--- src/asrc_pkg.sv ---
// constants, field layouts and encodings of the serial port control block
// assumes a single mclk domain; pins are synchronised before use
// How it works
// - reset holds state, outputs released
// - after reset: clear buffer, raise settle flag
// - mute counter starts at full attenuation
// - twelve-bit mute counter, one step per frame
// - mute request ramps down over 4095 frames
// - release ramps back up over 4095 frames
// - settle flag: reset/rate change until slow mode
// - input format select decode table
// - output format select decode table
// - output word width select decode table
// - dither truncated bits unless bypass
// - right-justified output: 64 bit clocks per frame
// - TDM: 64-bit shifter, chain in, data out
// - master TDM chain is four devices
// - never both ports clock master
// - master divides mclk by 256/512/768
// - clock mode select decode table
// - bypass passes input truncated to width, no dither
package asrc_pkg;
  localparam int WORD_W  = 24;
  localparam int SLOT_W  = 32;
  localparam int FRAME_W = 64;
  localparam int MUTE_W  = 12;
  localparam int PER_W   = 16;
  localparam int ADDR_W  = 4;
  localparam int CTRL_W  = 12;
  localparam int BUF_DEPTH = 512;
  localparam int TDM_DEVICES = 4;
  // register map and fields
  localparam logic [ADDR_W-1:0] ADDR_CTRL = 4'h0;
  localparam logic [ADDR_W-1:0] ADDR_STAT = 4'h4;
  localparam logic [CTRL_W-1:0] CTRL_RESET = 12'h000;
  localparam int F_INFMT = 0;
  localparam int F_OUTFMT = 3;
  localparam int F_WIDTH = 5;
  localparam int F_CLKMODE = 7;
  localparam int F_BYPASS = 10;
  localparam int F_MUTE = 11;
  // mute ramp
  localparam logic [MUTE_W-1:0] MUTE_MAX = 12'hfff;
  localparam logic [MUTE_W:0] GAIN_UNITY = 13'h1000;
  // encodings
  localparam logic [2:0] IN_I2S = 3'h1;
  localparam logic [2:0] CLK_UNDEF = 3'h4;
  localparam logic [1:0] RATIO_768 = 2'h1;
  localparam logic [1:0] RATIO_512 = 2'h2;
  typedef enum logic [1:0] {OUT_LJ, OUT_I2S, OUT_TDM, OUT_RJ} out_fmt_t;
  typedef enum logic {ST_CLEAR, ST_RUN} init_state_t;
  // bits dropped per width code, and left pad per input RJ code
  localparam logic [3:0] OUT_TRUNC [4] = '{4'h0, 4'h4, 4'h6, 4'h8};
  localparam logic [3:0] IN_PAD [4] = '{4'h8, 4'h6, 4'h4, 4'h0};
  // last bit index of a left-justified / I2S word
  localparam logic [5:0] LJ_LAST  = 6'h17;
  localparam logic [5:0] I2S_LAST = 6'h18;
  // master divider half periods in mclk cycles
  localparam logic [3:0] HALF_768 = 4'h6;
  localparam logic [3:0] HALF_512 = 4'h4;
  localparam logic [3:0] HALF_256 = 4'h2;
  localparam logic [3:0] HALF_TDM = 4'h1;
  localparam logic [7:0] LAST_STD = 8'(FRAME_W - 1);
  localparam logic [7:0] LAST_TDM = 8'(TDM_DEVICES * FRAME_W - 1);
  // rate change tolerance in mclk cycles, dither generator
  localparam logic [PER_W-1:0] RATE_TOL = 16'h0002;
  localparam logic [15:0] LFSR_SEED = 16'hace1;
  localparam logic [15:0] LFSR_TAPS = 16'hb400;
endpackage

--- src/pin_sync.sv ---
// two-stage synchroniser for pins arriving from outside the mclk domain
// assumes the pins are slow next to mclk
`timescale 1ns/1ps
`default_nettype none
module pin_sync #(
  parameter int W = 1
) (
  // clock and control
  input  wire logic         mclk,
  input  wire logic         rst_n,
  input  wire logic         ce,
  // raw pins and their synchronised copy
  input  wire logic [W-1:0] d,
  output logic      [W-1:0] q
);
  logic [W-1:0] meta;

  always_ff @(posedge mclk)
  begin
    if (!rst_n)
    begin
      meta <= '0;
      q    <= '0;
    end
    else if (ce)
    begin
      meta <= d;
      q    <= meta;
    end
  end
endmodule
`default_nettype wire

--- src/mute_ramp.sv ---
// soft mute: counter of attenuation steps and the linear gain stage
// assumes tick is one cycle per input frame and inValid one per pair
`timescale 1ns/1ps
`default_nettype none
module mute_ramp
  import asrc_pkg::*;
(
  // clock and control
  input  wire logic                mclk,
  input  wire logic                rst_n,
  input  wire logic                ce,
  input  wire logic                tick,
  input  wire logic                muteReq,
  // samples in and scaled samples out
  input  wire logic                inValid,
  input  wire logic [WORD_W-1:0]   inLeft,
  input  wire logic [WORD_W-1:0]   inRight,
  output logic      [WORD_W-1:0]   outLeft,
  output logic      [WORD_W-1:0]   outRight,
  output logic                     outValid,
  output logic      [MUTE_W-1:0]   level
);
  import asrc_pkg::*;
  // full count gives zero gain, the floor of the ramp
  wire logic [MUTE_W:0] gain = (level == '0) ? GAIN_UNITY : {1'b0, MUTE_MAX - level};
  logic [WORD_W-1:0] held [2];

  always_ff @(posedge mclk)
  begin
    if (!rst_n)
      level <= MUTE_MAX;
    else if (ce && tick)
    begin
      if (muteReq && level != MUTE_MAX)
        level <= level + 12'h001;
      else if (!muteReq && level != '0)
        level <= level - 12'h001;
    end
  end

  for (genvar ch = 0; ch < 2; ch++)
  begin : g_ch
    wire logic [WORD_W-1:0] src = (ch == 0) ? inLeft : inRight;
    wire logic signed [WORD_W+MUTE_W+1:0] prod = $signed(src) * $signed({1'b0, gain});
    always_ff @(posedge mclk)
    begin
      if (!rst_n)
        held[ch] <= '0;
      else if (ce && inValid)
        held[ch] <= prod[WORD_W+MUTE_W-1:MUTE_W];
    end
  end

  always_ff @(posedge mclk)
  begin
    if (!rst_n)
      outValid <= 1'b0;
    else if (ce)
      outValid <= inValid;
  end

  assign outLeft  = held[0];
  assign outRight = held[1];
endmodule
`default_nettype wire

--- src/asrc_serial_port_control.sv ---
// serial port control of the rate converter: registers, clock modes,
// input deserialiser, soft mute, settle flag, dither and output shifter
// assumes the convolution result arrives on srcLeft/srcRight in mclk
//
// The register offsets and the plain strobed port were left to the implementer.
`timescale 1ns/1ps
`default_nettype none
module asrc_serial_port_control
  import asrc_pkg::*;
#(
  parameter int DEPTH = BUF_DEPTH
) (
  // clock, reset, clock enable
  input  wire logic                     mclk,
  input  wire logic                     rst_n,
  input  wire logic                     ce,
  // register port
  input  wire logic [ADDR_W-1:0]        addr,
  input  wire logic [31:0]              wdata,
  input  wire logic                     wr,
  input  wire logic                     rd,
  output logic      [31:0]              rdata,
  // input serial port pins
  input  wire logic                     rxSclkPin,
  output logic                          rxSclkDrive,
  output logic                          rxClkOe,
  input  wire logic                     rxLrPin,
  output logic                          rxLrDrive,
  input  wire logic                     rxSdataPin,
  // output serial port pins
  input  wire logic                     txSclkPin,
  output logic                          txSclkDrive,
  output logic                          txClkOe,
  input  wire logic                     txLrPin,
  output logic                          txLrDrive,
  input  wire logic                     tdmInPin,
  output logic                          output_serial_data,
  output logic                          muteOut,
  output logic                          outPinsOe,
  // converter datapath
  input  wire logic                     servoFast,
  input  wire logic [WORD_W-1:0]        srcLeft,
  input  wire logic [WORD_W-1:0]        srcRight,
  output logic      [WORD_W-1:0]        attenLeft,
  output logic      [WORD_W-1:0]        attenRight,
  output logic                          attenValid,
  output logic      [$clog2(DEPTH)-1:0] bufClrAddr,
  output logic                          bufClrWe
);
  import asrc_pkg::*;

  function automatic logic [WORD_W-1:0] shape(input logic [WORD_W-1:0] w,
    input logic [3:0] tr, input logic on, input logic [7:0] noise);
    logic [WORD_W-1:0] keep;
    logic [WORD_W:0]   sum;
    keep = ~((24'h000001 << tr) - 24'h000001);
    sum = {w[WORD_W-1], w} + {17'h00000, on ? (noise & ~keep[7:0]) : 8'h00};
    // saturate rather than wrap when the noise overflows full scale
    if (sum[WORD_W] != sum[WORD_W-1])
      sum[WORD_W-1:0] = sum[WORD_W] ? 24'h800000 : 24'h7fffff;
    return sum[WORD_W-1:0] & keep;
  endfunction

  function automatic logic [SLOT_W-1:0] place(input logic [WORD_W-1:0] w,
    input logic [1:0] fmt, input logic [3:0] tr);
    if (fmt == OUT_I2S)
      return {1'b0, w, 7'h00};
    if (fmt == OUT_RJ)
      return {8'h00, w} >> tr;
    return {w, 8'h00};
  endfunction

  logic [CTRL_W-1:0] ctrl;
  init_state_t       state;
  logic              settle;
  logic              seenFast;
  logic [MUTE_W-1:0] muteCnt;
  logic [5:0]        pinS;
  logic              genSclk;
  logic              genLr;
  logic [3:0]        divCnt;
  logic [7:0]        genBit;
  logic              rxSclkQ;
  logic              rxLrQ;
  logic              txSclkQ;
  logic              txLrQ;
  logic [SLOT_W-1:0] rxShift;
  logic [5:0]        rxCnt;
  logic              rxLeftHalf;
  logic [WORD_W-1:0] rxLeft;
  logic [WORD_W-1:0] rxRight;
  logic              rxPair;
  logic [FRAME_W-1:0] txShift;
  logic [15:0]       noise;

  wire logic [2:0] inFmt   = ctrl[F_INFMT +: 3];
  wire logic [1:0] outFmt  = ctrl[F_OUTFMT +: 2];
  wire logic [1:0] width   = ctrl[F_WIDTH +: 2];
  wire logic [2:0] clkMode = ctrl[F_CLKMODE +: 3];
  wire logic       bypass  = ctrl[F_BYPASS];
  wire logic       muteReq = ctrl[F_MUTE];
  wire logic       inUndef = inFmt[2:1] == 2'b01;
  wire logic       clkUndef = clkMode == CLK_UNDEF;
  wire logic txMaster = ~clkMode[2] & |clkMode[1:0];
  wire logic rxMaster = clkMode[2] & |clkMode[1:0];
  wire logic anyMaster = txMaster | rxMaster;
  wire logic initBusy = state == ST_CLEAR;

  pin_sync #(.W(6)) u_sync (
    .mclk  (mclk),
    .rst_n (rst_n),
    .ce    (ce),
    .d     ({tdmInPin, txLrPin, txSclkPin, rxSdataPin, rxLrPin, rxSclkPin}),
    .q     (pinS)
  );

  // register port
  wire logic wrCtrl = wr && addr == ADDR_CTRL;
  wire logic [31:0] statWord = {16'h0000, clkUndef, inUndef, muteCnt, initBusy, settle};
  wire logic [31:0] readMux = (addr == ADDR_CTRL) ? {20'h00000, ctrl} :
                              (addr == ADDR_STAT) ? statWord : 32'h00000000;

  always_ff @(posedge mclk)
  begin
    if (!rst_n)
    begin
      ctrl  <= CTRL_RESET;
      rdata <= '0;
    end
    else if (ce)
    begin
      if (wrCtrl)
        ctrl <= wdata[CTRL_W-1:0];
      rdata <= rd ? readMux : 32'h00000000;
    end
  end

  always_ff @(posedge mclk)
  begin
    if (!rst_n)
    begin
      outPinsOe <= 1'b0;
      rxClkOe   <= 1'b0;
      txClkOe   <= 1'b0;
    end
    else if (ce)
    begin
      outPinsOe <= 1'b1;
      rxClkOe   <= rxMaster;
      txClkOe   <= txMaster;
    end
  end

  always_ff @(posedge mclk)
  begin
    if (!rst_n)
    begin
      state      <= ST_CLEAR;
      bufClrAddr <= '0;
      bufClrWe   <= 1'b0;
    end
    else if (ce)
    begin
      unique case (state)
        ST_CLEAR:
        begin
          bufClrWe <= 1'b1;
          if (bufClrWe)
            bufClrAddr <= bufClrAddr + 1'b1;
          if (bufClrWe && bufClrAddr == ($clog2(DEPTH))'(DEPTH - 1))
          begin
            state    <= ST_RUN;
            bufClrWe <= 1'b0;
          end
        end
        ST_RUN:
          state <= ST_RUN;
      endcase
    end
  end

  // master clock generator, shared since only one port can be master
  wire logic tdmGen = txMaster && outFmt == OUT_TDM;
  wire logic [3:0] half = tdmGen ? HALF_TDM : (clkMode[1:0] == RATIO_768) ? HALF_768 :
                          (clkMode[1:0] == RATIO_512) ? HALF_512 : HALF_256;
  // four 64-bit device frames, 256 bit clocks, per master TDM frame
  wire logic [7:0] lastBit = tdmGen ? LAST_TDM : LAST_STD;
  wire logic divWrap = divCnt == half - 4'h1;
  wire logic genFall = divWrap & genSclk;
  wire logic [7:0] next_genBit = (genBit == lastBit) ? 8'h00 : genBit + 8'h01;
  wire logic genI2s = rxMaster ? inFmt == IN_I2S : outFmt == OUT_I2S;
  wire logic next_genLr = tdmGen ? next_genBit == 8'h00 : next_genBit[5] ^ ~genI2s;

  // divide mclk down to bit and frame clocks
  always_ff @(posedge mclk)
  begin
    if (!rst_n || !anyMaster)
    begin
      divCnt  <= '0;
      genSclk <= 1'b0;
      genBit  <= '0;
      genLr   <= 1'b0;
    end
    else if (ce)
    begin
      divCnt <= divWrap ? 4'h0 : divCnt + 4'h1;
      if (divWrap)
        genSclk <= ~genSclk;
      if (genFall)
      begin
        genBit <= next_genBit;
        genLr  <= next_genLr;
      end
    end
  end

  assign rxSclkDrive = genSclk;
  assign rxLrDrive   = genLr;
  assign txSclkDrive = genSclk;
  assign txLrDrive   = genLr;

  // port clocks as seen by the logic, own or from the pins
  wire logic rxSclk = rxMaster ? genSclk : pinS[0];
  wire logic rxLr   = rxMaster ? genLr : pinS[1];
  wire logic rxSdata = pinS[2];
  wire logic txSclk = txMaster ? genSclk : pinS[3];
  wire logic txLr   = txMaster ? genLr : pinS[4];
  wire logic tdmIn  = pinS[5];

  always_ff @(posedge mclk)
  begin
    if (!rst_n)
    begin
      rxSclkQ <= 1'b0;
      rxLrQ   <= 1'b0;
      txSclkQ <= 1'b0;
      txLrQ   <= 1'b0;
    end
    else if (ce)
    begin
      rxSclkQ <= rxSclk;
      rxLrQ   <= rxLr;
      txSclkQ <= txSclk;
      txLrQ   <= txLr;
    end
  end

  // input deserialiser
  wire logic rxI2s = inFmt == IN_I2S;
  wire logic rxRj = inFmt[2];
  wire logic rxRise = rxSclk & ~rxSclkQ;
  wire logic rxEdge = rxLr ^ rxLrQ;
  wire logic rxFrame = rxLr & ~rxLrQ;
  wire logic [WORD_W-1:0] rxBits = {rxShift[WORD_W-2:0], rxSdata};
  // I2S word starts one bit later
  wire logic rxTake = rxRise && !rxRj && rxCnt == (rxI2s ? I2S_LAST : LJ_LAST);
  // right-justified word ends at the frame edge
  wire logic rjTake = rxEdge && rxRj;
  wire logic [WORD_W-1:0] rjWord = rxShift[WORD_W-1:0] << IN_PAD[inFmt[1:0]];
  wire logic [WORD_W-1:0] rxWord = rjTake ? rjWord : rxBits;
  wire logic rxStore = rxTake | rjTake;

  always_ff @(posedge mclk)
  begin
    if (!rst_n)
    begin
      rxShift    <= '0;
      rxCnt      <= '0;
      rxLeftHalf <= 1'b0;
      rxLeft     <= '0;
      rxRight    <= '0;
      rxPair     <= 1'b0;
    end
    else if (ce)
    begin
      rxPair <= rxStore && !rxLeftHalf;
      if (rxStore && rxLeftHalf)
        rxLeft <= rxWord;
      if (rxStore && !rxLeftHalf)
        rxRight <= rxWord;
      if (rxEdge)
      begin
        rxCnt      <= '0;
        rxLeftHalf <= rxI2s ? ~rxLr : rxLr;
      end
      else if (rxRise && rxCnt != 6'h3f)
        rxCnt <= rxCnt + 6'h01;
      if (rxRise)
        rxShift <= {rxShift[SLOT_W-2:0], rxSdata};
    end
  end

  mute_ramp u_mute (
    .mclk     (mclk),
    .rst_n    (rst_n),
    .ce       (ce),
    .tick     (rxFrame),
    .muteReq  (muteReq),
    .inValid  (rxPair),
    .inLeft   (rxLeft),
    .inRight  (rxRight),
    .outLeft  (attenLeft),
    .outRight (attenRight),
    .outValid (attenValid),
    .level    (muteCnt)
  );

  // sample rate watch on both frame clocks
  wire logic txFrameRise = txLr & ~txLrQ;
  wire logic [1:0] frameTick = {txFrameRise, rxFrame};
  wire logic [1:0] rateHit;

  for (genvar p = 0; p < 2; p++)
  begin : g_rate
    logic [PER_W-1:0] cnt;
    logic [PER_W-1:0] last;
    logic             seen;
    logic             hit;
    wire logic [PER_W-1:0] diff = (cnt > last) ? cnt - last : last - cnt;
    always_ff @(posedge mclk)
    begin
      if (!rst_n)
      begin
        cnt  <= '0;
        last <= '0;
        seen <= 1'b0;
        hit  <= 1'b0;
      end
      else if (ce)
      begin
        hit <= frameTick[p] && seen && diff > RATE_TOL;
        if (frameTick[p])
        begin
          last <= cnt;
          cnt  <= 16'h0001;
          seen <= 1'b1;
        end
        else if (cnt != '1)
          cnt <= cnt + 16'h0001;
      end
    end
    assign rateHit[p] = hit;
  end

  wire logic rateChange = |rateHit;

  // settle flag, set wins over release
  always_ff @(posedge mclk)
  begin
    if (!rst_n)
    begin
      settle   <= 1'b1;
      seenFast <= 1'b0;
    end
    else if (ce)
    begin
      if (initBusy || rateChange)
      begin
        settle   <= 1'b1;
        seenFast <= 1'b0;
      end
      else
      begin
        if (servoFast)
          seenFast <= 1'b1;
        if (seenFast && !servoFast)
          settle <= 1'b0;
      end
    end
  end

  assign muteOut = settle;

  // output serialiser
  wire logic tdmMode = outFmt == OUT_TDM;
  wire logic txFall = ~txSclk & txSclkQ;
  wire logic txLoad = (outFmt == OUT_I2S) ? (~txLr & txLrQ) : txFrameRise;
  wire logic [3:0] trunc = OUT_TRUNC[width];
  // dither only when truncating outside bypass
  wire logic ditherOn = trunc != 4'h0 && !bypass;
  // bypass takes the raw input pair
  wire logic [WORD_W-1:0] pickL = bypass ? rxLeft : srcLeft;
  wire logic [WORD_W-1:0] pickR = bypass ? rxRight : srcRight;
  wire logic [WORD_W-1:0] outL = shape(pickL, trunc, ditherOn, noise[7:0]);
  wire logic [WORD_W-1:0] outR = shape(pickR, trunc, ditherOn, noise[15:8]);

  // parallel load, then shift in the chain
  always_ff @(posedge mclk)
  begin
    if (!rst_n)
    begin
      txShift <= '0;
      noise   <= LFSR_SEED;
    end
    else if (ce)
    begin
      if (txLoad)
      begin
        txShift <= {place(outL, outFmt, trunc), place(outR, outFmt, trunc)};
        noise   <= noise[0] ? (noise >> 1) ^ LFSR_TAPS : noise >> 1;
      end
      else if (txFall)
        txShift <= {txShift[FRAME_W-2:0], tdmMode & tdmIn};
    end
  end

  assign output_serial_data = txShift[FRAME_W-1];
endmodule
`default_nettype wire

--- config.mk ---
export PLATFORM = sky130hd
export DESIGN_NAME = asrc_serial_port_control
export DESIGN_NICKNAME = d
export VERILOG_FILES = /design/src/asrc_pkg.sv /design/src/pin_sync.sv /design/src/mute_ramp.sv /design/src/asrc_serial_port_control.sv
export SDC_FILE = /design/constraint.sdc
export NUM_CORES = 2
export LEC_CHECK = 0
export BUFFER_PORTS_ARGS = -buffer_cell sky130_fd_sc_hd__buf_2
export CELL_PAD_IN_SITES_DETAIL_PLACEMENT = 1
export CELL_PAD_IN_SITES_GLOBAL_PLACEMENT = 2
export CORE_UTILIZATION = 40
export DETAILED_ROUTE_END_ITERATION = 6
export GPL_TIMING_DRIVEN = 0
export HOLD_SLACK_MARGIN = 0.15
export MAX_ROUTING_LAYER = met4
export PLACE_DENSITY = 0.8
export SLEW_MARGIN = 40
export SYNTH_ARGS = -nofsm -noshare
export SYNTH_HDL_FRONTEND = slang
export SYNTH_HIERARCHICAL = 1
export SYNTH_SLANG_ARGS = --single-unit
--- constraint.sdc ---
create_clock -name mclk -period 10 [get_ports mclk]
set_input_delay 2 -clock mclk [delete_from_list [all_inputs] [get_ports mclk]]
set_output_delay 2 -clock mclk [all_outputs]
set_load 0.01 [all_outputs]
==> impl_metrics.tcl <==
set metrics [dict create \
    status "finished clean" \
    cts_max_level 2 \
    cts_sinks 363 \
    post_cts_resize_count 0 \
    crit_arrival_ps 9680 \
    synth-simple-area-share 0.1922 \
    grtUsageTotal 0.3449 \
    synth.cell_area_um2 45720 \
    cpMaxStageDelayCell "clkbuf_1" \
    layout-drive-gt1-share 0.08273 \
    vdd_drop_max_v 0.0001388 \
    fmax_mhz 107.5 \
    clkTransAtPathRegs_ps 60 \
    synth.mux.area_fraction 0.04937 \
    via_count 41189 \
    ioPinCount 196 \
    tightest_slew_ps 937.9 \
    maxSlewHeadroom 0.3710 \
    worstHoldPathType "reg2reg" \
    chipHeight_um 340.1 \
    postSynthAreaPerCell_um2 8.404 \
    synth_fa_ha_area_frac 0.3229 \
    first_pass_iters 7 \
    rows 123 \
    start_util 0.4047 \
    crit_type "reg2reg" \
    yosys_warnings 6 \
    critPathLaunchType "register" \
    drv_slew 0 \
    critPathCaptureType "register" \
    synth-edff-count 48 \
    final_cell_mix "inv_1 (725), nand2_1 (658), fa_1 (565), nor2_1 (392), and2_1 (322)" \
    coreArea_um2 113000 \
    clkLatencyLatePin_ps 680 \
    fin_crit_sh 0.9304 \
    fin_tns_setup_ps 0 \
    required_ps 10370 \
    fin_util 0.4455 \
    synth_top_family_by_area "adder cells" \
    post-route-drc-count 0 \
    synth-main-ff-cell "dfxtp_1" \
    drt-initial-drc-count 2650 \
    wl_per_cell_um 27.04 \
    io_buffer_count 158 \
    nets 6606 \
    cts_setup_buffers 0 \
    grt_pass1_wl_mm 287.0 \
    max_stage_delay_ps 740 \
    die_w_um 340.1 \
    async_reset_ff_frac 0 \
    numCtsBuffers 47 \
    cts_tree "done" \
    skew_ps 49.47 \
    synth_xor_area_frac 0.03238 \
    path_max_fanout 10 \
    via_per_inst 5.710 \
    grt_max_degree 38 \
    area_growth_pct 10.06 \
    mostFrequentLayoutCell "inv_1" \
    ant_nets 0 \
    synth-seq-cells 363 \
    leakagePower_nw 22.72 \
    whs_ps 449.4 \
    period_needed_ps 9304 \
    synth_compound_area_frac 0.1424 \
    hpwlAfterDp_mm 159.9 \
    rsz0062_at_grt "no" \
    dieArea_um2 115700 \
    finalSetupViolations 0 \
    drv_cap 0 \
    gr-total-overflow 0 \
    antenna_found_initial 9 \
    clockBufferDepth 3 \
    synth_cell_types 119 \
    cts_hold_buf 0 \
    cpMostUsedCell "fa_1" \
    grt_pass1_vias 43451 \
    drt_wl_total_mm 195.1 \
    cts-root-buf "clkbuf_16" \
    syn_inst 5440 \
    place_congestion 1.022 \
    p_per_area_nw_per_um2 78.58 \
    hold_violations 0 \
    seq_area_frac_synth 0.1695 \
]
-- layer usage --
metal | wire (µm) | up-vias | GRT usage
met5 | 0 | - | -
met4 | 10380 | 0 | 0.1561
met3 | 12660 | 421 | 0.05379
met2 | 90460 | 1384 | 0.5478
met1 | 81550 | 21032 | 0.4317
li1 | - | 18352 | -
-- power breakdown --
part / internal, mW / switching [mW]
registers: 1.50 / 0.0221
logic: 0.178 / 0.430
clock network: 1.03 / 0.789
total: 2.71 / 1.24
-- critical path, delay by kind of cell (launching register included) --
kind | cells | cell delay, ps
AO/OA/AOI/OAI | 8 | 1930
XOR/XNOR | 1 | 180
adder cells (fa/ha/maj) | 7 | 3370
buffers and inverters | 7 | 1820
flip-flops | 1 | 670
AND/OR/NAND/NOR | 5 | 1070
-- sequential cells by signal, summed over array words and instances, names as in the netlist, 2 cells and up --
signal and flops:
g_rate.cnt 32, g_rate.seen 2, bufClrAddr 9, noise 16
u_sync/q 6, u_sync/meta 6, rxLeft 24, g_rate.hit 2
divCnt 4, u_mute/level 12, genBit 8, u_mute/held 48
txShift 64, rdata 16, rxRight 24, g_rate.last 32
ctrl 12, rxShift 24, rxCnt 6
-- layout make-up --
cell class              count  area (µm²)
clock buffers              67        1393
inverters                 728        2733
clock inverters            18       242.7
diodes                      8       20.02
fillers                 13568       62640
well taps                1500        1877
flip-flops and latches    363        7747
plain buffers             331        1476
multi-input cells        4033       33950
repair buffers            165       880.8
-- worst paths after layout --
kind,from,to,slack (ps),depth (start not counted)
max reg2reg,u_mute/level[7],u_mute/held[1][20],700,28
max,u_mute/level[7],u_mute/held[1][20],700,28
min reg2reg,txShift[11],txShift[11],450,2
min,txShift[11],txShift[11],450,2
-- through the flow --
step	std cells	instance area (µm²)	power (mW)	setup WS (ps)
detailed placement	7120	48660	2.139	825.1
global placement	7113	48440	2.135	937.6
floorplan	5455	45780	1.876	2818
global route	7208	50310	4.067	302.9
finish	7213	50320	3.954	695.5
CTS	7205	50290	3.973	795.3
-- cells by family after synthesis --
logic type / count (synthesis)
other: 1
adders and majority gates: 841
buffers and inverters: 1059
muxes: 217
AOI/OAI and AO/OA: 971
and+or+nand+nor: 1819
DFF: 363
xor gates and xnor gates: 169
-- cell usage after synthesis, drive strengths merged (37+ instances only) --
library cell  number  share of area
dfxtp            315           0.14
a21o              48         0.0079
a211oi            72          0.013
a21oi            286          0.032
mux2i            173          0.038
and2             326          0.045
buf               77          0.011
ha               276          0.076
a31oi             37         0.0052
nand2            660          0.054
xnor2            116          0.022
nand4             47         0.0072
mux2              42          0.011
nor2             399          0.033
nand3            102          0.011
edfxtp            48          0.032
o211ai            49         0.0080
inv              726          0.060
clkbuf           254          0.021
a221oi            38         0.0076
fa               565           0.25
o21ai            204          0.023
nor2b             42         0.0057
nor3              70         0.0081
xor2              53          0.010
No activity file was read; power rests on OpenSTA's default activity.
